[config.mk]
export PLATFORM = sky130hd
export DESIGN_NAME = hbu_dev_flat
export DESIGN_NICKNAME = d
export VERILOG_FILES = /design/src/hw/hbu_pkg.sv /design/src/hw/hbu_link_if.sv /design/src/hw/hbu_dev.sv /design/src/flat_wrapper.sv
export SDC_FILE = /design/constraint.sdc
export NUM_CORES = 1
export LEC_CHECK = 0
export ABC_AREA = 1
export BUFFER_PORTS_ARGS = -buffer_cell sky130_fd_sc_hd__buf_2
export CORE_MARGIN = 8
export CORE_UTILIZATION = 40
export CTS_BUF_LIST = sky130_fd_sc_hd__clkbuf_4 sky130_fd_sc_hd__clkbuf_8
export DETAILED_ROUTE_END_ITERATION = 10
export HOLD_SLACK_MARGIN = 0.03
export MAX_ROUTING_LAYER = met4
export SYNTH_ARGS = -nofsm -noshare
export SYNTH_HDL_FRONTEND = slang
export SYNTH_SLANG_ARGS = --single-unit
[constraint.sdc]
create_clock -name i_mclk -period 1.7 [get_ports i_mclk]
set_input_delay 0.255 -clock i_mclk [delete_from_list [all_inputs] [get_ports i_mclk]]
set_output_delay 0.255 -clock i_mclk [all_outputs]
set_load 0.05 [all_outputs]
[src/hw/hbu_pkg.sv]
// Purpose: shared constants, types and helpers of the host serial port pair.
// Assumes: 100 MHz clock, 8 data bits per character.
// Notes: both ends and the bench import this package; the link carrier does not.
// Function
// RULE1 - receive and transmit run at the same time
// RULE2 - ten separate interrupt causes are reported
// RULE3 - handshake lines are asserted when low
// RULE4 - baud 1200 to 4M, default 115200
// RULE5 - 8 bits, none/odd/even parity, 1/2 stops, flow
// RULE6 - long low receive line resets the device
// RULE7 - device can hold transmit low as break
// RULE8 - device outputs float while held in reset
// RULE9 - sharing parties release the device's lines
// RULE10 - host stops sending while device ready deasserted
// RULE11 - low start, lsb first, parity, high stops
package hbu_pkg;
   localparam int unsigned CLK_HZ = 100_000_000;
   localparam int unsigned BAUD_DEF = 115200;
   localparam int unsigned BAUD_MIN = 1200;
   localparam int unsigned BAUD_MAX = 4_000_000;
   localparam int DIV_W = 17;
   typedef logic [DIV_W-1:0] hbu_div_t;
   localparam hbu_div_t DIV_DEF = hbu_div_t'(CLK_HZ / BAUD_DEF);
   localparam hbu_div_t DIV_MAX = hbu_div_t'(CLK_HZ / BAUD_MIN);
   localparam hbu_div_t DIV_MIN = hbu_div_t'((CLK_HZ + BAUD_MAX - 1) / BAUD_MAX);
   localparam int BRK_W = 24;
   localparam int unsigned BRK_TO_US = 10;
   localparam int unsigned BRK_TO_DEF = (CLK_HZ / 1_000_000) * BRK_TO_US;
   localparam logic [7:0] OFF_CTRL = 8'h00;
   localparam logic [7:0] OFF_DIV = 8'h04;
   localparam logic [7:0] OFF_BRKTO = 8'h08;
   localparam logic [7:0] OFF_DATA = 8'h0c;
   localparam logic [7:0] OFF_STAT = 8'h10;
   localparam logic [7:0] OFF_MASK = 8'h14;
   localparam logic [7:0] OFF_LINE = 8'h18;
   localparam int CTRL_W = 5;
   localparam int CTRL_PAR = 0;
   localparam int CTRL_STOP2 = 2;
   localparam int CTRL_FLOW = 3;
   localparam int CTRL_BRK = 4;
   localparam logic [CTRL_W-1:0] CTRL_RST = 5'h00;
   localparam int N_EV = 10;
   localparam int EV_RXDONE = 0;
   localparam int EV_TXDONE = 1;
   localparam int EV_PERR = 2;
   localparam int EV_FERR = 3;
   localparam int EV_OVR = 4;
   localparam int EV_BRKDET = 5;
   localparam int EV_CTSON = 6;
   localparam int EV_CTSOFF = 7;
   localparam int EV_BRKSENT = 8;
   localparam int EV_TXEMPTY = 9;
   localparam int LINE_TXBUSY = 0;
   localparam int LINE_RXFULL = 1;
   localparam int LINE_CTS = 2;
   localparam int LINE_RTS = 3;
   typedef enum logic [1:0] {PAR_NONE = 2'b00, PAR_ODD = 2'b01, PAR_EVEN = 2'b10} hbu_par_e;
   typedef enum logic [2:0] {RX_IDLE = 3'b000, RX_START = 3'b001, RX_DATA = 3'b010,
                             RX_PAR = 3'b011, RX_STOP = 3'b100} hbu_rx_e;
   typedef enum logic [2:0] {TX_IDLE = 3'b000, TX_START = 3'b001, TX_DATA = 3'b010,
                             TX_PAR = 3'b011, TX_STOP = 3'b100, TX_BRK = 3'b101} hbu_tx_e;

   // parity bit that makes the character's count of ones odd or even
   function automatic logic par_bit(input logic [7:0] d, input logic [1:0] mode);
      par_bit = (^d) ^ (mode == PAR_ODD);
   endfunction

   function automatic logic par_on(input logic [1:0] mode);
      par_on = (mode == PAR_ODD) || (mode == PAR_EVEN);
   endfunction
endpackage

[src/hw/hbu_link_if.sv]
// Purpose: serial wires between the device end and the host end.
// Assumes: pull-ups hold undriven device lines high.
// Notes: the resolved levels are what the host end receives.
interface hbu_link_if;
   logic dev_tx;
   logic dev_tx_oe;
   logic dev_rts_n;
   logic dev_rts_n_oe;
   logic host_tx;
   logic host_rts_n;
   logic tx_line;
   logic rts_line;
   assign tx_line = dev_tx_oe ? dev_tx : 1'b1;
   assign rts_line = dev_rts_n_oe ? dev_rts_n : 1'b1;
   modport dev (input host_tx, input host_rts_n,
                output dev_tx, output dev_tx_oe, output dev_rts_n, output dev_rts_n_oe);
   modport host (input tx_line, input rts_line, output host_tx, output host_rts_n);
endinterface

[src/hw/hbu_dev.sv]
// Purpose: device end of the host serial port with registers and break reset.
// Assumes: host end drives its lines from its own clocked logic.
// Notes: a break longer than the timeout pulses o_brk_rst and resets this block.
//
// The implementer's own choices: the placing of the registers and the strobed register port.
module hbu_dev
   import hbu_pkg::*;
#(
   parameter int unsigned BRK_TO_CYC = BRK_TO_DEF
)
(
   input wire logic i_mclk,
   input wire logic i_srst,
   hbu_link_if.dev link,
   input wire logic [7:0] i_addr,
   input wire logic [31:0] i_wdata,
   input wire logic i_wr,
   input wire logic i_rd,
   output logic [31:0] o_rdata,
   output logic o_irq,
   output logic o_brk_rst
);
   logic rx_m, rx_s, cts_m, cts_s, cts_d;
   logic rst, self_rst, next_self_rst, brk_hit, next_brk_hit;
   logic [BRK_W-1:0] brk_cnt, next_brk_cnt;
   logic [CTRL_W-1:0] ctrl, next_ctrl;
   hbu_div_t div, next_div;
   logic [BRK_W-1:0] brk_to, next_brk_to;
   logic [N_EV-1:0] stat, next_stat, mask, next_mask, ev;
   logic [31:0] rdata, next_rdata;
   logic irq, next_irq, oe, rts_n, next_rts_n;
   logic tx_have, next_tx_have, rx_full, next_rx_full;
   logic [7:0] tx_hold, next_tx_hold, rx_buf, next_rx_buf;
   hbu_rx_e rx_st, next_rx_st;
   hbu_div_t rx_cnt, next_rx_cnt;
   logic [2:0] rx_bit, next_rx_bit;
   logic [7:0] rx_sh, next_rx_sh;
   logic rx_pe, next_rx_pe, rx_ok, rx_fe, rx_tick, rx_load;
   hbu_tx_e tx_st, next_tx_st;
   hbu_div_t tx_cnt, next_tx_cnt;
   logic [2:0] tx_bit, next_tx_bit;
   logic [7:0] tx_sh, next_tx_sh;
   logic tx_stopn, next_tx_stopn, tx_line, next_tx_line;
   logic tx_take, tx_done, brk_done, tx_tick;
   logic wr_data, rd_data, rd_stat;

   function automatic hbu_div_t clamp_div(input hbu_div_t d);
      clamp_div = (d < DIV_MIN) ? DIV_MIN : ((d > DIV_MAX) ? DIV_MAX : d);
   endfunction

   ////////////////////////////////////////////////////////////////////////////////
   // pin synchronisers and break timer; the timer survives its own reset pulse
   always_ff @(posedge i_mclk)
   begin
      if (i_srst)
      begin
         rx_m <= 1'b1;
         rx_s <= 1'b1;
         cts_m <= 1'b1;
         cts_s <= 1'b1;
         cts_d <= 1'b1;
      end
      else
      begin
         rx_m <= link.host_tx;
         rx_s <= rx_m;
         cts_m <= link.host_rts_n;
         cts_s <= cts_m;
         cts_d <= cts_s;
      end
   end

   always_comb
   begin
      next_brk_cnt = brk_cnt;
      next_brk_hit = brk_hit;
      next_self_rst = 1'b0;
      if (rx_s)
      begin
         next_brk_cnt = '0;
         next_brk_hit = 1'b0;
      end
      else if (!brk_hit)
      begin
         if (brk_cnt >= brk_to)
         begin
            next_self_rst = 1'b1; // RULE6
            next_brk_hit = 1'b1;
         end
         else
            next_brk_cnt = brk_cnt + 1'b1;
      end
   end

   always_ff @(posedge i_mclk)
   begin
      if (i_srst)
      begin
         brk_cnt <= '0;
         brk_hit <= 1'b0;
         self_rst <= 1'b0;
      end
      else
      begin
         brk_cnt <= next_brk_cnt;
         brk_hit <= next_brk_hit;
         self_rst <= next_self_rst;
      end
   end

   assign rst = i_srst | self_rst;

   ////////////////////////////////////////////////////////////////////////////////
   // receiver: samples mid-bit, runs independently of the transmitter
   always_comb
   begin
      next_rx_st = rx_st;
      next_rx_cnt = rx_cnt;
      next_rx_bit = rx_bit;
      next_rx_sh = rx_sh;
      next_rx_pe = rx_pe;
      rx_ok = 1'b0;
      rx_fe = 1'b0;
      rx_tick = (rx_cnt == '0);
      if (rx_st != RX_IDLE)
         next_rx_cnt = rx_tick ? div - 1'b1 : rx_cnt - 1'b1;
      unique case (rx_st)
         RX_IDLE:
            if (!rx_s)
            begin
               next_rx_st = RX_START; // RULE11
               next_rx_cnt = div >> 1;
               next_rx_pe = 1'b0;
            end
         RX_START:
            if (rx_tick)
            begin
               next_rx_st = rx_s ? RX_IDLE : RX_DATA;
               next_rx_bit = '0;
            end
         RX_DATA:
            if (rx_tick)
            begin
               next_rx_sh = {rx_s, rx_sh[7:1]}; // RULE11
               next_rx_bit = rx_bit + 1'b1;
               if (rx_bit == 3'h7)
                  next_rx_st = par_on(ctrl[CTRL_PAR +: 2]) ? RX_PAR : RX_STOP; // RULE5
            end
         RX_PAR:
            if (rx_tick)
            begin
               next_rx_pe = rx_s != par_bit(rx_sh, ctrl[CTRL_PAR +: 2]); // RULE5
               next_rx_st = RX_STOP;
            end
         RX_STOP:
            if (rx_tick)
            begin
               next_rx_st = RX_IDLE;
               rx_ok = 1'b1; // RULE1
               rx_fe = !rx_s;
            end
      endcase
   end

   always_ff @(posedge i_mclk)
   begin
      if (rst)
      begin
         rx_st <= RX_IDLE;
         rx_cnt <= '0;
         rx_bit <= '0;
         rx_sh <= '0;
         rx_pe <= 1'b0;
      end
      else
      begin
         rx_st <= next_rx_st;
         rx_cnt <= next_rx_cnt;
         rx_bit <= next_rx_bit;
         rx_sh <= next_rx_sh;
         rx_pe <= next_rx_pe;
      end
   end

   ////////////////////////////////////////////////////////////////////////////////
   // transmitter: waits for clear-to-send low when flow control is on
   always_comb
   begin
      next_tx_st = tx_st;
      next_tx_cnt = tx_cnt;
      next_tx_bit = tx_bit;
      next_tx_sh = tx_sh;
      next_tx_stopn = tx_stopn;
      next_tx_line = tx_line;
      tx_take = 1'b0;
      tx_done = 1'b0;
      brk_done = 1'b0;
      tx_tick = (tx_cnt == '0);
      if (tx_st != TX_IDLE && tx_st != TX_BRK)
         next_tx_cnt = tx_tick ? div - 1'b1 : tx_cnt - 1'b1;
      unique case (tx_st)
         TX_IDLE:
            if (ctrl[CTRL_BRK])
            begin
               next_tx_st = TX_BRK;
               next_tx_line = 1'b0; // RULE7
            end
            else if (tx_have && (!ctrl[CTRL_FLOW] || !cts_s)) // RULE3
            begin
               tx_take = 1'b1;
               next_tx_st = TX_START;
               next_tx_line = 1'b0; // RULE11
               next_tx_cnt = div - 1'b1;
               next_tx_sh = tx_hold;
            end
         TX_START:
            if (tx_tick)
            begin
               next_tx_st = TX_DATA;
               next_tx_line = tx_sh[0];
               next_tx_bit = '0;
            end
         TX_DATA:
            if (tx_tick)
            begin
               next_tx_bit = tx_bit + 1'b1;
               next_tx_stopn = 1'b0;
               if (tx_bit == 3'h7)
               begin
                  next_tx_st = par_on(ctrl[CTRL_PAR +: 2]) ? TX_PAR : TX_STOP; // RULE5
                  next_tx_line = par_on(ctrl[CTRL_PAR +: 2]) ?
                                 par_bit(tx_sh, ctrl[CTRL_PAR +: 2]) : 1'b1;
               end
               else
                  next_tx_line = tx_sh[tx_bit + 3'h1]; // RULE11
            end
         TX_PAR:
            if (tx_tick)
            begin
               next_tx_st = TX_STOP;
               next_tx_line = 1'b1;
            end
         TX_STOP:
            if (tx_tick)
            begin
               if (ctrl[CTRL_STOP2] && !tx_stopn) // RULE5
                  next_tx_stopn = 1'b1;
               else
               begin
                  next_tx_st = TX_IDLE;
                  tx_done = 1'b1;
               end
            end
         TX_BRK:
            if (!ctrl[CTRL_BRK])
            begin
               next_tx_st = TX_IDLE;
               next_tx_line = 1'b1;
               brk_done = 1'b1;
            end
         default:
            next_tx_st = TX_IDLE;
      endcase
   end

   always_ff @(posedge i_mclk)
   begin
      if (rst)
      begin
         tx_st <= TX_IDLE;
         tx_cnt <= '0;
         tx_bit <= '0;
         tx_sh <= '0;
         tx_stopn <= 1'b0;
         tx_line <= 1'b1;
      end
      else
      begin
         tx_st <= next_tx_st;
         tx_cnt <= next_tx_cnt;
         tx_bit <= next_tx_bit;
         tx_sh <= next_tx_sh;
         tx_stopn <= next_tx_stopn;
         tx_line <= next_tx_line;
      end
   end

   ////////////////////////////////////////////////////////////////////////////////
   // register port, buffers, interrupt and line drivers
   assign wr_data = i_wr && (i_addr == OFF_DATA);
   assign rd_data = i_rd && (i_addr == OFF_DATA);
   assign rd_stat = i_rd && (i_addr == OFF_STAT);
   assign rx_load = rx_ok && (!rx_full || rd_data);

   always_comb
   begin
      ev = '0;
      ev[EV_RXDONE] = rx_ok; // RULE2
      ev[EV_TXDONE] = tx_done;
      ev[EV_PERR] = rx_ok && rx_pe;
      ev[EV_FERR] = rx_fe;
      ev[EV_OVR] = rx_ok && !rx_load;
      ev[EV_BRKDET] = rx_fe && (rx_sh == 8'h00);
      ev[EV_CTSON] = cts_d && !cts_s;
      ev[EV_CTSOFF] = !cts_d && cts_s;
      ev[EV_BRKSENT] = brk_done;
      ev[EV_TXEMPTY] = tx_take;
      next_ctrl = (i_wr && i_addr == OFF_CTRL) ? i_wdata[CTRL_W-1:0] : ctrl;
      next_div = (i_wr && i_addr == OFF_DIV) ? clamp_div(i_wdata[DIV_W-1:0]) : div; // RULE4
      next_brk_to = (i_wr && i_addr == OFF_BRKTO) ? i_wdata[BRK_W-1:0] : brk_to; // RULE6
      next_mask = (i_wr && i_addr == OFF_MASK) ? i_wdata[N_EV-1:0] : mask;
      // an event in the clearing read's cycle stays set
      next_stat = (rd_stat ? '0 : stat) | ev;
      next_irq = |(next_stat & next_mask);
      next_tx_have = (tx_have && !tx_take) || (wr_data && !tx_have);
      next_tx_hold = (wr_data && !tx_have) ? i_wdata[7:0] : tx_hold;
      next_rx_full = (rx_full && !rd_data) || rx_load;
      next_rx_buf = rx_load ? rx_sh : rx_buf;
      next_rts_n = ctrl[CTRL_FLOW] && next_rx_full; // RULE3
      next_rdata = '0;
      if (i_rd)
      begin
         unique case (i_addr)
            OFF_CTRL: next_rdata[CTRL_W-1:0] = ctrl;
            OFF_DIV: next_rdata[DIV_W-1:0] = div;
            OFF_BRKTO: next_rdata[BRK_W-1:0] = brk_to;
            OFF_DATA: next_rdata[7:0] = rx_buf;
            OFF_STAT: next_rdata[N_EV-1:0] = stat;
            OFF_MASK: next_rdata[N_EV-1:0] = mask;
            OFF_LINE: next_rdata[3:0] = {!rts_n, !cts_s, rx_full, tx_have || tx_st != TX_IDLE};
            default: next_rdata = '0;
         endcase
      end
   end

   always_ff @(posedge i_mclk)
   begin
      if (rst)
      begin
         ctrl <= CTRL_RST;
         div <= DIV_DEF;
         brk_to <= BRK_W'(BRK_TO_CYC);
         mask <= '0;
         stat <= '0;
         irq <= 1'b0;
         rdata <= '0;
         tx_have <= 1'b0;
         tx_hold <= '0;
         rx_full <= 1'b0;
         rx_buf <= '0;
         rts_n <= 1'b1;
         oe <= 1'b0; // RULE8
      end
      else
      begin
         ctrl <= next_ctrl;
         div <= next_div;
         brk_to <= next_brk_to;
         mask <= next_mask;
         stat <= next_stat;
         irq <= next_irq;
         rdata <= next_rdata;
         tx_have <= next_tx_have;
         tx_hold <= next_tx_hold;
         rx_full <= next_rx_full;
         rx_buf <= next_rx_buf;
         rts_n <= next_rts_n;
         oe <= 1'b1;
      end
   end

   assign o_rdata = rdata;
   assign o_irq = irq;
   assign o_brk_rst = self_rst;
   assign link.dev_tx = tx_line;
   assign link.dev_rts_n = rts_n;
   assign link.dev_tx_oe = oe; // RULE8
   assign link.dev_rts_n_oe = oe;
endmodule

[src/flat_wrapper.sv]
// flat-port wrapper written by rule: the top's interface ports become plain ports
module hbu_dev_flat import hbu_pkg::*;
#(
   parameter int unsigned BRK_TO_CYC = BRK_TO_DEF
)
  (i_mclk, i_srst, i_addr, i_wdata, i_wr, i_rd, o_rdata, o_irq, o_brk_rst, link_host_tx, link_host_rts_n, link_dev_tx, link_dev_tx_oe, link_dev_rts_n, link_dev_rts_n_oe);
  hbu_link_if link_i ();
  input wire logic i_mclk;
  input wire logic i_srst;
  input wire logic [7:0] i_addr;
  input wire logic [31:0] i_wdata;
  input wire logic i_wr;
  input wire logic i_rd;
  output logic [31:0] o_rdata;
  output logic o_irq;
  output logic o_brk_rst;
  input wire logic [$bits(link_i.host_tx)-1:0] link_host_tx;
  input wire logic [$bits(link_i.host_rts_n)-1:0] link_host_rts_n;
  output wire logic [$bits(link_i.dev_tx)-1:0] link_dev_tx;
  output wire logic [$bits(link_i.dev_tx_oe)-1:0] link_dev_tx_oe;
  output wire logic [$bits(link_i.dev_rts_n)-1:0] link_dev_rts_n;
  output wire logic [$bits(link_i.dev_rts_n_oe)-1:0] link_dev_rts_n_oe;
  assign link_i.host_tx = link_host_tx;
  assign link_i.host_rts_n = link_host_rts_n;
  assign link_dev_tx = link_i.dev_tx;
  assign link_dev_tx_oe = link_i.dev_tx_oe;
  assign link_dev_rts_n = link_i.dev_rts_n;
  assign link_dev_rts_n_oe = link_i.dev_rts_n_oe;
  hbu_dev #(.BRK_TO_CYC(BRK_TO_CYC)) u_core (.i_mclk(i_mclk), .i_srst(i_srst), .link(link_i), .i_addr(i_addr), .i_wdata(i_wdata), .i_wr(i_wr), .i_rd(i_rd), .o_rdata(o_rdata), .o_irq(o_irq), .o_brk_rst(o_brk_rst));
endmodule
**Word-level counts from Yosys, hierarchy flattened**

Cells that the tools add are included.

- Register bits: 215
- Input port bits: 46
- Output and inout port bits: 38
- Logic and storage cells: 232

- $add $sub $neg: 6
- Order comparisons: 4
- Equal/unequal tests: 36
- Mux-type cells: 75
- Bitwise gates (word level): 10
- Reductions and logical operators: 67

Operator list:

| kind | count |
|---|---|
| 2-to-1 mux 17 bit | 11 |
| 2-to-1 mux 3 bit | 19 |
| subtractor 17 x 1 -> 17 bit (second input constant) | 3 |
| logical NOT 17 bit | 2 |
| one-hot mux 3 bit (5 select lines) | 2 |
| 2-to-1 mux 1 bit | 29 |
| one-hot mux 4 bit (7 select lines) | 1 |
| adder 24 x 1 -> 24 bit (second input constant) | 1 |
| == test 8 x 5 -> 1 bit (second input constant) | 3 |
| greater-or-equal comparator 24 bit | 1 |
| != test 2 x 1 -> 1 bit (second input constant) | 11 |
| logical AND 1 bit | 20 |
| 2-to-1 mux 10 bit | 2 |
| one-hot mux 3 bit (6 select lines) | 1 |
| greater-than comparator 17 bit (second input constant) | 1 |
| less-than comparator 17 x 5 -> 1 bit (second input constant) | 1 |
| == test 8 x 4 -> 1 bit (second input constant) | 2 |
| logical NOT 8 bit | 2 |
| XOR reduction 8 bit | 2 |
| == test 3 bit (second input constant) | 5 |
| one-hot mux 7 bit (2 select lines) | 1 |
| == test 3 x 2 -> 1 bit (second input constant) | 4 |
| one-hot mux 3 bit (2 select lines) | 2 |
| AND reduction 3 bit | 4 |
| 34 further kinds | 68 |

**Longest topological paths before layout**

Gate-level depths: netlist of run 1.

- Depth in word-level cells: 9
- Mapped depth: 15

**Worst setup path before layout of run 1**

OpenSTA, ideal clock, no wires.

- Path kind: reg2reg
- From: reg u_core.brk_to[23]
- To: reg u_core.brk_cnt[1]
- Library setup time: 113 ps
- Arrival time: 1595 ps
- Slack: -8 ps
- Stages on the path, launching flop included: 13
- Path buffers: 1
- Period minus slack after synthesis: 1708 ps
- Cell sequence: dfxtp_1 -> inv_1 -> ha_1 -> nand2_1 -> nor2_1 -> and2_1 -> nand2_1 -> nand2_1 -> nor2_4 -> nand3_4 -> buf_6 -> nor2_1 -> nor2_1

- Cells in the longest elaborated chain, start to end: 3

RTL lines:

| what | RTL line | RTL |
|---|---|---|
| from (decl) | hbu_dev.sv:28 | `logic [BRK_W-1:0] brk_to, next_brk_to;` |
| from (signal assigned) | hbu_dev.sv:342 | `brk_to <= BRK_W'(BRK_TO_CYC);` |
| from (signal assigned) | hbu_dev.sv:358 | `brk_to <= next_brk_to;` |
| greater-or-equal comparator 24 bit | hbu_dev.sv:85 | `if (brk_cnt >= brk_to)` |
| inverter 1 bit (no source line) | n/a |  |
| AND reduction 2 bit (no source line) | n/a |  |
| to (signal assigned) | hbu_dev.sv:105 | `brk_cnt <= next_brk_cnt;` |
| to (decl) | hbu_dev.sv:25 | `logic [BRK_W-1:0] brk_cnt, next_brk_cnt;` |

Every way passes these cells.
A chain may end at the register's enable or synchronous reset.

**Worst setup path after layout of run 1**

- From: reg u_core.brk_cnt[23]
- To: reg u_core.brk_cnt[12]

- Cells in the longest elaborated chain, start to end: 3

RTL lines:

| what | RTL line |
|---|---|
| greater-or-equal comparator 24 bit | hbu_dev.sv:85 |
| inverter 1 bit (no source line) | n/a |
| AND reduction 2 bit (no source line) | n/a |

Every way passes these cells.

==> impl_results.md, run 1 <==
- DR pass1 iterations: 7
- Die width: roughly 190 um
- Via count: roughly 12000
- Req. time, crit path: about 2.2 ns
- Reg2reg start: u_core.brk_cnt[23]
- Synth cell types: 54
- Slowest library cell on the worst path: dfxtp_1
- Dpl hpwl: ~27000 um
- Final instance area: about 16000 um^2
- Initial antenna violation count: 1
- CTS Sinks: just over 200
- P per Cell Area: ~1300 nW/um^2
- Final Max Tran Viols: 0
- Slew HR: between 40% and 50%
- Placed standard-cell area: ~14000 um^2
- Initial DRC Count: around 860
- Final nets: between 2000 and 2500
- Final Hold Fails: 0
- Largest net degree at the start of global routing: 84
- FMAX: roughly 0.52 GHz
- Most frequent cell after synthesis: nand2_1
- Post-Layout Cell Count: 2387
- Status: complete, but fails checks
- Grt ovf: 0
- Crit path largest cell delay: around 0.39 ns
- RePlAce Congestion: between 0.9 and 1
- H-tree lvl count: 2
- Number of top-level pins: 84
- Main synth FF type: dfxtp_1
- Setup crit start kind: register
- Final WL: 38200 um
- Vias in the first global route: 11700
- Die height: ~190 um
- Sequential cell area fraction in the yosys report: a little over a third
- CP endpoint: u_core.brk_cnt[12]
- Final setup violation count: 33
- Area Growth Syn to Fin: 41.5%
- Hold depth: 3
- Global-route wire length before repair: just over 60000 um
- Synth Cell Area: approximately 11000 um^2
- Number of CTS-inserted buffers: 39
- Top cells by area, synth: dfxtp_1 36%, nand2_1 11%, a21oi_1 7.0%, inv_1 6.7%, nor2_1 6.1%
- Hold_ws: 0.0568 ns
- Clk root buf: clkbuf_8
- Failing checks: setup timing
- Yosys top cell by area: dfxtp_1
- Crit path cell chain: ha_4 -> a21oi_1 -> o21ai_1 -> a21oi_2 -> nand2_2 -> nor2_4 -> buf_4 -> buf_12 -> nand4_1 -> a21oi_2
- Starting Density: roughly two fifths
- Most common cell on crit path: a21oi_2
- Vias per inst: about 5.1
- Max-Cap Viols: 0
- EDFF count, synth: 0
- R2r endpoint: u_core.brk_cnt[12]
- # fillers: 2658
- CTS Buffer Depth: 3
- Crit path DAT: between 2 and 2.5 ns
- DRC Markers: 0
- Total track usage: around 22%
- I/O Buffers: 67
- Routed WL per cell: around 16 um
- FFs w/ async S/R, synth: 0%
- Clock skew: 0.0363 ns
- Tmin final: 1.91 ns
- Reg2reg setup slack: -0.21 ns
- Crit path capture type: register
- Die area: between 30000 and 40000 um^2
- Period utilization: 112%
- Worst Path Max Fanout: 15
- Core area: about 28000 um^2
- Worst Reg-to-Reg Cells: 10
- Setup TNS: -4.30 ns
- Max VDD drop: approximately 0.96 mV
- Slew @ Worst Pin: roughly 0.82 ns
- Top-area cell type share of the netlist area: a little over a third
- Hold Crit Class: primary input to register
- Cells after DPL: 2272
- Clk slew on worst S/H paths: 0.06 ns
- Final design utilization: ~57%
- Commonest cells post-synth: 341 x nand2_1, 207 x dfxtp_1, 206 x inv_1
- Seq cells post-synth: 207
- Leak: 7.04 nW
- # rows: between 60 and 70
- Clk Latency, worst-skew pair: about 0.56 ns
- PnR worst setup slack: -0.211 ns
- Synth Area per Inst: 6.90 um^2
- CTS tree: built
- Synth Warn #: 0
- Syn Inst Count: between 1500 and 2000
- Layout cells sized above 1: 33.2%
- Critical Path Source: u_core.brk_cnt[23]
- CP Class: register to register
- RSZ-0062 raised after global routing: yes
- Antenna Nets Post-Route: 0
worst max-delay path: cells and delay by family (launching register included):
kind	cells	cell delay (ns)
flip-flops	1	0.39
adder cells (fa/ha/maj)	1	0.23
AND/OR/NAND/NOR	3	0.34
AO/OA/AOI/OAI	4	0.56
buffers and inverters	2	0.30
per-stage QoR:
stage	power (W)	setup slack (ns)
floorplan	0.0106	-0.00287
global placement	0.0134	-0.197
detailed placement	0.0135	-0.229
CTS	0.0197	-0.159
global route	0.0230	-0.298
finish	0.0218	-0.211
repair_timing:
action,in CTS,in global routing
buffers inserted,8,14
pin swaps,48,73
resized for setup,117,248
setup endpoints to repair,55,105
gates cloned,4,2
hold buffers,20,0
hold endpoints to repair,21,0
power breakdown:
part,internal (W),leakage (nW),switching (W),total (W)
Sequential,0.00530,1.69,0.000422,0.00572
Combinational,0.00470,4.89,0.00583,0.0105
Clock,0.00319,0.467,0.00231,0.00551
Total,0.0132,7.04,0.00856,0.0218
how the worst min path moves through the flow:
stage	from	endpoint	slack, ns
final	i_wdata[1]	u_core.div[1]	0.06
after global placement	u_core.rx_m	u_core.rx_s	0.39
after CTS	i_wdata[0]	u_core.mask[0]	0.03
after detailed placement	u_core.rx_m	u_core.rx_s	0.40
after global routing	i_wdata[0]	u_core.mask[0]	0.04
after floorplan	i_srst	u_core.cts_d	0.36
logic make-up (layout without fill, tap and decap cells):
kind of cell             after synthesis  count (layout)  share of synthesized area [%]
AND/OR/NAND/NOR                      700             700                           26.8
flip-flops                           207             207                           36.2
buffers and inverters                282             616                           10.2
AO/OA/AOI/OAI                        376             376                           18.4
other                                  1              10                         0.0327
XOR/XNOR                              55              55                           4.20
adder cells (fa/ha/maj)               39              39                           4.26
area by class of cell:
type / count / area [um^2] / share of cell area [%]
flip-flops and latches: 207 / 4200 / 25.9
repair buffers: 326 / 2600 / 16.0
diodes: 2 / 5.00 / 0.0309
clock inverters: 15 / 168 / 1.03
inverters: 218 / 861 / 5.31
multi-input cells: 1178 / 7180 / 44.3
well taps: 384 / 480 / 2.96
clock buffers: 55 / 713 / 4.40
repair inverters: 2 / 16.3 / 0.100
sequential cells by signal, indices dropped and copies added, names as in the netlist, 5 cells and up:
register        cells
u_core.brk_cnt     24
u_core.brk_to      24
u_core.o_rdata     24
u_core.div         17
u_core.rx_cnt      17
u_core.tx_cnt      17
u_core.mask        10
u_core.stat        10
u_core.rx_buf       8
u_core.rx_sh        8
u_core.tx_hold      8
u_core.tx_sh        8
u_core.ctrl         5
metal layers:
| metal | GRT usage [%] | up-vias | wire length, um |
|---|---|---|---|
| met5 | - | - | 0 |
| li1 | - | 6071 | - |
| met1 | 27.9 | 5675 | 16800 |
| met4 | 6.37 | 0 | 1030 |
| met2 | 36.9 | 366 | 18400 |
| met3 | 3.24 | 80 | 2040 |
layout by cell type (no fill, tap or decap), types with 28 or more instances in the layout:
| cell | synthesis | routed |
|---|---|---|
| nand2_1 | 341 | 303 |
| buf_4 | 13 | 203 |
| inv_1 | 206 | 178 |
| dfxtp_1 | 207 | 169 |
| nor2_1 | 185 | 154 |
| a21oi_1 | 161 | 139 |
| o21ai_0 | 128 | 86 |
| buf_2 | 14 | 68 |
| nand3_1 | 67 | 56 |
| clkbuf_8 | 0 | 48 |
| nand4_1 | 37 | 37 |
| dfxtp_2 | 0 | 35 |
| xor2_1 | 40 | 33 |
| nand2_2 | 6 | 31 |
| inv_2 | 9 | 30 |
| o21ai_1 | 9 | 28 |
(Power assumes the default switching activity.)
==> run 2, diff against run 1 <==
BUFFER_PORTS_ARGS = default   (was -buffer_cell sky130_fd_sc_hd__buf_2)
DONT_BUFFER_PORTS = 1   (was default)
==> run 2 against run 1 <==
Compared with the run above: the run still ends with setup timing left; register-to-register slack improved by 0.06 ns; clock skew is 0.019 ns lower; critical path type unchanged; utilization shrank 1.1 points; clock power is 9.8% lower; sequential power is essentially flat; first-iteration DRC count grew 0.23%.
==> impl_results.md, run 2 (same netlist as run 1, synthesis figures left out) <==
- Commonest non-fill, non-tap cell in the layout: nand2_1 (unchanged)
- Most frequent cells in the layout: 294 x nand2_1, 189 x buf_4, 174 x inv_1 (was 303 x nand2_1, 203 x buf_4, 178 x inv_1)
- Period utilization: 109% (was 112%)
- Routed WL per cell: 16.5 um (was 16.0 um)
- PnR worst setup slack: -0.154 ns (was -0.211 ns)
- # rows: 62 (unchanged)
- # fillers: 2677 (was 2658)
- Final setup violation count: 54 (was 33)
- Clk Latency, worst-skew pair: 0.54 ns (was 0.56 ns)
- Global-route wire length before repair: 57800 um (was 60300 um)
- Final nets: 1986 (was 2057)
- Routing usage on met2: 34.6% (was 36.9%)
- Starting Density: 40.2% (unchanged)
- CP Class: register to register (unchanged)
- GR peak layer: met2 (unchanged)
- Layout cells sized above 1: 31.6% (was 33.2%)
- Initial DRC Count: 863 (was 861)
- Die height: 185 um (unchanged)
- Overall power: 0.0213 W (was 0.0218 W)
- CTS Buffer Depth: 3 (unchanged)
- Crit path capture type: register (unchanged)
- Setup crit start kind: register (unchanged)
- Tmin final: 1.85 ns (was 1.91 ns)
- RSZ-0062 raised after global routing: yes (unchanged)
- Req. time, crit path: 2.09 ns (was 2.16 ns)
- Number of CTS-inserted buffers: 37 (was 39)
- Final Hold Fails: 0 (unchanged)
- Slew @ Worst Pin: 0.898 ns (was 0.823 ns)
- Die width: 185 um (unchanged)
- Vias per inst: 5.13 (was 5.11)
- Core area: 28500 um^2 (unchanged)
- Grt ovf: 0 (unchanged)
- Failing checks: setup timing (unchanged)
- Antenna Nets Post-Route: 0 (unchanged)
- Dpl hpwl: 26100 um (was 27200 um)
- Worst Path Max Fanout: 12 (was 15)
- Via count: 11800 (was 12200)
- I/O Buffers: 0 (was 67)
- P per Cell Area: 1340 nW/um^2 (about the same)
- Crit path DAT: 2.24 ns (was 2.37 ns)
- Clock skew: 0.0178 ns (was 0.0363 ns)
- DRC Markers: 0 (unchanged)
- Slew HR: 40.0% (was 45.1%)
- H-tree lvl count: 2 (unchanged)
- CTS tree: built (unchanged)
- Leak: 6.66 nW (was 7.04 nW)
- Die area: 34300 um^2 (unchanged)
- FMAX: 0.540 GHz (was 0.523 GHz)
- Max-Cap Viols: 0 (unchanged)
- Initial antenna violation count: 1 (unchanged)
- Clk slew on worst S/H paths: 0.06 ns (about the same)
- Met3 Usage GRT: 3.96% (was 3.24%)
- Clk root buf: clkbuf_8 (unchanged)
- Vias in the first global route: 11100 (was 11700)
- CTS Sinks: 207 (unchanged)
- Final Max Tran Viols: 0 (unchanged)
- Met1 usage: 27.2% (was 27.9%)
- Max VDD drop: 0.891 mV (was 0.964 mV)
- Number of top-level pins: 84 (unchanged)
- Final WL: 38000 um (was 38200 um)
- RePlAce Congestion: 0.917 (was 0.958)
- Largest net degree at the start of global routing: 84 (unchanged)
- Total track usage: 21.6% (was 22.3%)
- Status: complete, but fails checks (unchanged)
- DR pass1 iterations: 6 (was 7)
- Pre-CTS setup slack: -0.250 ns (was -0.229 ns)
- Hold Crit Class: primary input to register (unchanged)
- Area Growth Syn to Fin: 38.7% (was 41.5%)
## run 2: path summary, 6_finish.rpt
check / start / endpoint / slack (ns) / cells past startpoint
worst max-delay path: u_core.brk_to[19] / u_core.brk_cnt[11] / -0.15 / 12
worst min-delay path: i_wdata[4] / u_core.ctrl[4] / 0.06 / 3
worst max register to register: u_core.brk_to[19] / u_core.brk_cnt[11] / -0.15 / 12
worst min register to register: u_core.rx_m / u_core.rx_s / 0.41 / 1
## run 2: what timing repair did
item / 4_1_cts / 5_1_grt
resized for setup: 97 / 298
endpoints found under the setup margin: 46 / 97
buffers inserted: 4 / 26
pin swaps: 36 / 94
cloned: 2 / 4
hold endpoints to repair: 61 / 0
hold buffers: 30 / 0
## run 2: power breakdown
| group | leakage [nW] | internal [W] | switching (W) |
|---|---|---|---|
| logic | 4.55 | 0.00479 | 0.00575 |
| clock network | 0.418 | 0.00279 | 0.00218 |
| registers | 1.69 | 0.00530 | 0.000451 |
| total | 6.66 | 0.0129 | 0.00838 |
## run 2: critical path, cell delays in order, from the launching register on
cell and delay [ns]:
dfxtp_2 0.32, inv_2 0.04, ha_4 0.27, nand2_2 0.06, nor2_1 0.12, and2_4 0.19, nand2_4 0.06, a21oi_4 0.13
nor2_4 0.07, buf_6 0.13, buf_16 0.14, nand4_1 0.10, a21oi_2 0.07
## run 2: metal layers
metal	part of all wire, %	vias up
met5	0	-
met4	2.8	0
met3	6.7	70
met2	47	388
met1	43	5459
li1	-	5932
## run 2: cell type report
| cell class | count | area [um^2] | area share, % |
|---|---|---|---|
| diodes | 1 | 2.50 | 0.0157 |
| clock buffers | 55 | 701 | 4.41 |
| clock inverters | 9 | 73.8 | 0.464 |
| inverters | 218 | 871 | 5.48 |
| multi-input cells | 1178 | 7250 | 45.6 |
| flip-flops and latches | 207 | 4200 | 26.4 |
| well taps | 384 | 480 | 3.02 |
| repair buffers | 257 | 2290 | 14.4 |
| repair inverters | 2 | 15.0 | 0.0945 |
## run 2: through the flow
stage / area [um^2] / std cells / hold slack, ns / TNS, ns / utilization, %
floorplan: 11500 / 1667 / 0.359 / -0.00326 / -
detailed placement: 13200 / 2182 / 0.361 / -7.79 / 46.3
CTS: 14600 / 2282 / 0.0374 / -3.73 / 51.5
global placement: 13200 / 2182 / 0.361 / -6.28 / 46.3
global route: 15900 / 2311 / 0.0527 / -11.18 / 55.8
finish: 15900 / 2311 / 0.0608 / -5.30 / 55.8
==> run 3, diff against run 2 <==
RECOVER_POWER = 50   (was default)
==> run 3 against run 2 <==
Compared with the run above: largest power group unchanged; clock power is essentially flat; fmax is 0.16% higher; the flow still finishes with violations (setup timing); die area unchanged; combinational power about the same.
==> impl_results.md, run 3 (same netlist as run 1, synthesis figures left out) <==
- Routed WL per cell: 16.4 um (was 16.5 um)
- Period utilization: 109% (about the same)
- Vias in the first global route: 11100 (unchanged)
- Core area: 28500 um^2 (unchanged)
- RSZ-0062 raised after global routing: yes (unchanged)
- Layout cells sized above 1: 31.5% (was 31.6%)
- Number of CTS-inserted buffers: 37 (unchanged)
- I/O Buffers: 0 (unchanged)
- P per Cell Area: 1340 nW/um^2 (about the same)
- Crit path cell chain: inv_2 -> ha_4 -> nand2_2 -> nor2_1 -> and2_4 -> nand2_4 -> a21oi_4 -> nor2_4 -> buf_6 -> buf_16 -> nand4_1 -> a21oi_2 (unchanged)
- Met3 Usage GRT: 3.96% (unchanged)
- Global-route wire length before repair: 57800 um (unchanged)
- Slowest library cell on the worst path: dfxtp_2 (unchanged)
- Leak: 6.65 nW (was 6.66 nW)
- CP bufs+invs: 3 (unchanged)
- # rows: 62 (unchanged)
- Most frequent cells in the layout: 294 x nand2_1, 186 x buf_4, 175 x inv_1 (was 294 x nand2_1, 189 x buf_4, 174 x inv_1)
- Clock power frac: 23.4% (about the same)
- Tmin final: 1.85 ns (about the same)
- Hold Crit Class: primary input to register (unchanged)
- Initial antenna violation count: 1 (unchanged)
- CTS Sinks: 207 (unchanged)
- Final instance area: 15900 um^2 (about the same)
- Largest net degree at the start of global routing: 84 (unchanged)
- Die area: 34300 um^2 (unchanged)
- Area Growth Syn to Fin: 38.4% (was 38.7%)
- RePlAce Congestion: 0.917 (unchanged)
- Die width: 185 um (unchanged)
- Setup TNS: -5.88 ns (was -5.30 ns)
- Cell family with most CP delay: simple AND/OR/NAND/NOR gates (unchanged)
- Clock skew: 0.0164 ns (was 0.0178 ns)
- Total net switching power: 0.00837 W (was 0.00838 W)
- Vias per inst: 5.12 (was 5.13)
- Dpl hpwl: 26100 um (unchanged)
- Via count: 11800 (about the same)
- Worst Path Max Fanout: 12 (unchanged)
- Clk root buf: clkbuf_8 (unchanged)
- DR pass1 iterations: 5 (was 6)
- Routing usage on met2: 34.6% (unchanged)
- CP Class: register to register (unchanged)
- Status: complete, but fails checks (unchanged)
- H-tree lvl count: 2 (unchanged)
- Logic pwr share: 49.6% (about the same)
- Final Hold Fails: 0 (unchanged)
- Crit path DAT: 2.23 ns (was 2.24 ns)
- Commonest non-fill, non-tap cell in the layout: nand2_1 (unchanged)
- Reg2reg start: u_core.brk_to[19] (unchanged)
- Total track usage: 21.6% (unchanged)
- Final setup violation count: 77 (was 54)
- PnR worst setup slack: -0.151 ns (was -0.154 ns)
- CTS tree: built (unchanged)
- P_int: 0.0129 W (about the same)
- Placed standard-cell area: 13200 um^2 (unchanged)
- GR peak layer: met2 (unchanged)
- Slew @ Worst Pin: 1.02 ns (was 0.898 ns)
- Critical Path Source: u_core.brk_to[19] (unchanged)
- Setup crit start kind: register (unchanged)
- Starting Density: 40.2% (unchanged)
- Max-Cap Viols: 0 (unchanged)
- Failing checks: setup timing (unchanged)
- Final nets: 1986 (unchanged)
- Crit path capture type: register (unchanged)
- Flop pwr share: 27.0% (about the same)
- CTS Buffer Depth: 3 (unchanged)
- FMAX: 0.540 GHz (about the same)
- Met1 usage: 27.2% (unchanged)
- Clk slew on worst S/H paths: 0.06 ns (about the same)
- Slew HR: 31.8% (was 40.0%)
- Antenna Nets Post-Route: 0 (unchanged)
- Final WL: 38000 um (about the same)
- Grt ovf: 0 (unchanged)
- Sw frac: 39.4% (about the same)
- Hold Path Origin: i_wdata[4] (unchanged)
- DRC Markers: 0 (unchanged)
- Final Max Tran Viols: 0 (unchanged)
- Die height: 185 um (unchanged)
- Max VDD drop: 0.892 mV (was 0.891 mV)
- Number of top-level pins: 84 (unchanged)
- Req. time, crit path: 2.08 ns (was 2.09 ns)
- Initial DRC Count: 926 (was 863)
- Clk Latency, worst-skew pair: 0.54 ns (about the same)
- Crit path largest cell delay: 0.32 ns (about the same)
==> run 3: changes by cell type in the layout (fill, tap and decap cells not counted), sizes merged <==
cell and delta:
buf -5, clkbuf +5
==> run 3: routing by layer <==
metal / vias up / routed length, um
met3: 67 / 2690
met5: - / 0
met2: 373 / 18000
li1: 5928 / -
met1: 5470 / 16200
met4: 0 / 1020
==> run 3: area by class of cell <==
cell class              instances  area, um^2
multi-input cells            1178        7250
well taps                     384         480
repair buffers                257        2260
flip-flops and latches        207        4200
inverters                     218         871
clock buffers                  55         701
clock inverters                 9        73.8
diodes                          1        2.50
repair inverters                2        15.0
fillers                      2681       12600
==> run 3: worst min-delay path, delay by kind of cell <==
kind,cells,cell delay [ns]
AOI/OAI and AO/OA,1,0.06
buffers and inverters,2,0.23
==> run 3: path summary, 6_finish.rpt <==
check	slack, ns	to	depth (start not counted)
worst min-delay path	0.07	u_core.ctrl[4]	3
worst min register to register	0.41	u_core.rx_s	1
worst max register to register	-0.15	u_core.brk_cnt[11]	12
worst max-delay path	-0.15	u_core.brk_cnt[11]	12
==> run 3: power by group through the flow <==
| stage | sequential [W] | clock, W | combinational (W) |
|---|---|---|---|
| floorplan | 0.00572 | 0 | 0.00487 |
| detailed placement | 0.00574 | 0 | 0.00756 |
| CTS | 0.00564 | 0.00508 | 0.00812 |
| global route | 0.00579 | 0.00530 | 0.0114 |
| global placement | 0.00574 | 0 | 0.00750 |
| finish | 0.00574 | 0.00496 | 0.0105 |
==> run 3: timing repair <==
| item | in CTS | in global routing |
|---|---|---|
| gates resized for setup | 97 | 298 |
| hold endpoints to repair | 61 | 0 |
| pin swaps | 36 | 94 |
| buffers inserted | 4 | 26 |
| hold buffers | 30 | 0 |
| gates cloned | 2 | 4 |
| setup endpoints to repair | 46 | 97 |
==> run 3: per-stage QoR <==
step / total power, W / cells / hold slack [ns] / worst slack [ns] / util [%]
floorplan: 0.0106 / 1667 / 0.359 / -0.00287 / -
global placement: 0.0132 / 2182 / 0.361 / -0.222 / 46.3
detailed placement: 0.0133 / 2182 / 0.361 / -0.250 / 46.3
CTS: 0.0188 / 2282 / 0.0374 / -0.159 / 51.5
global route: 0.0225 / 2311 / 0.0544 / -0.257 / 55.7
finish: 0.0212 / 2311 / 0.0669 / -0.151 / 55.7
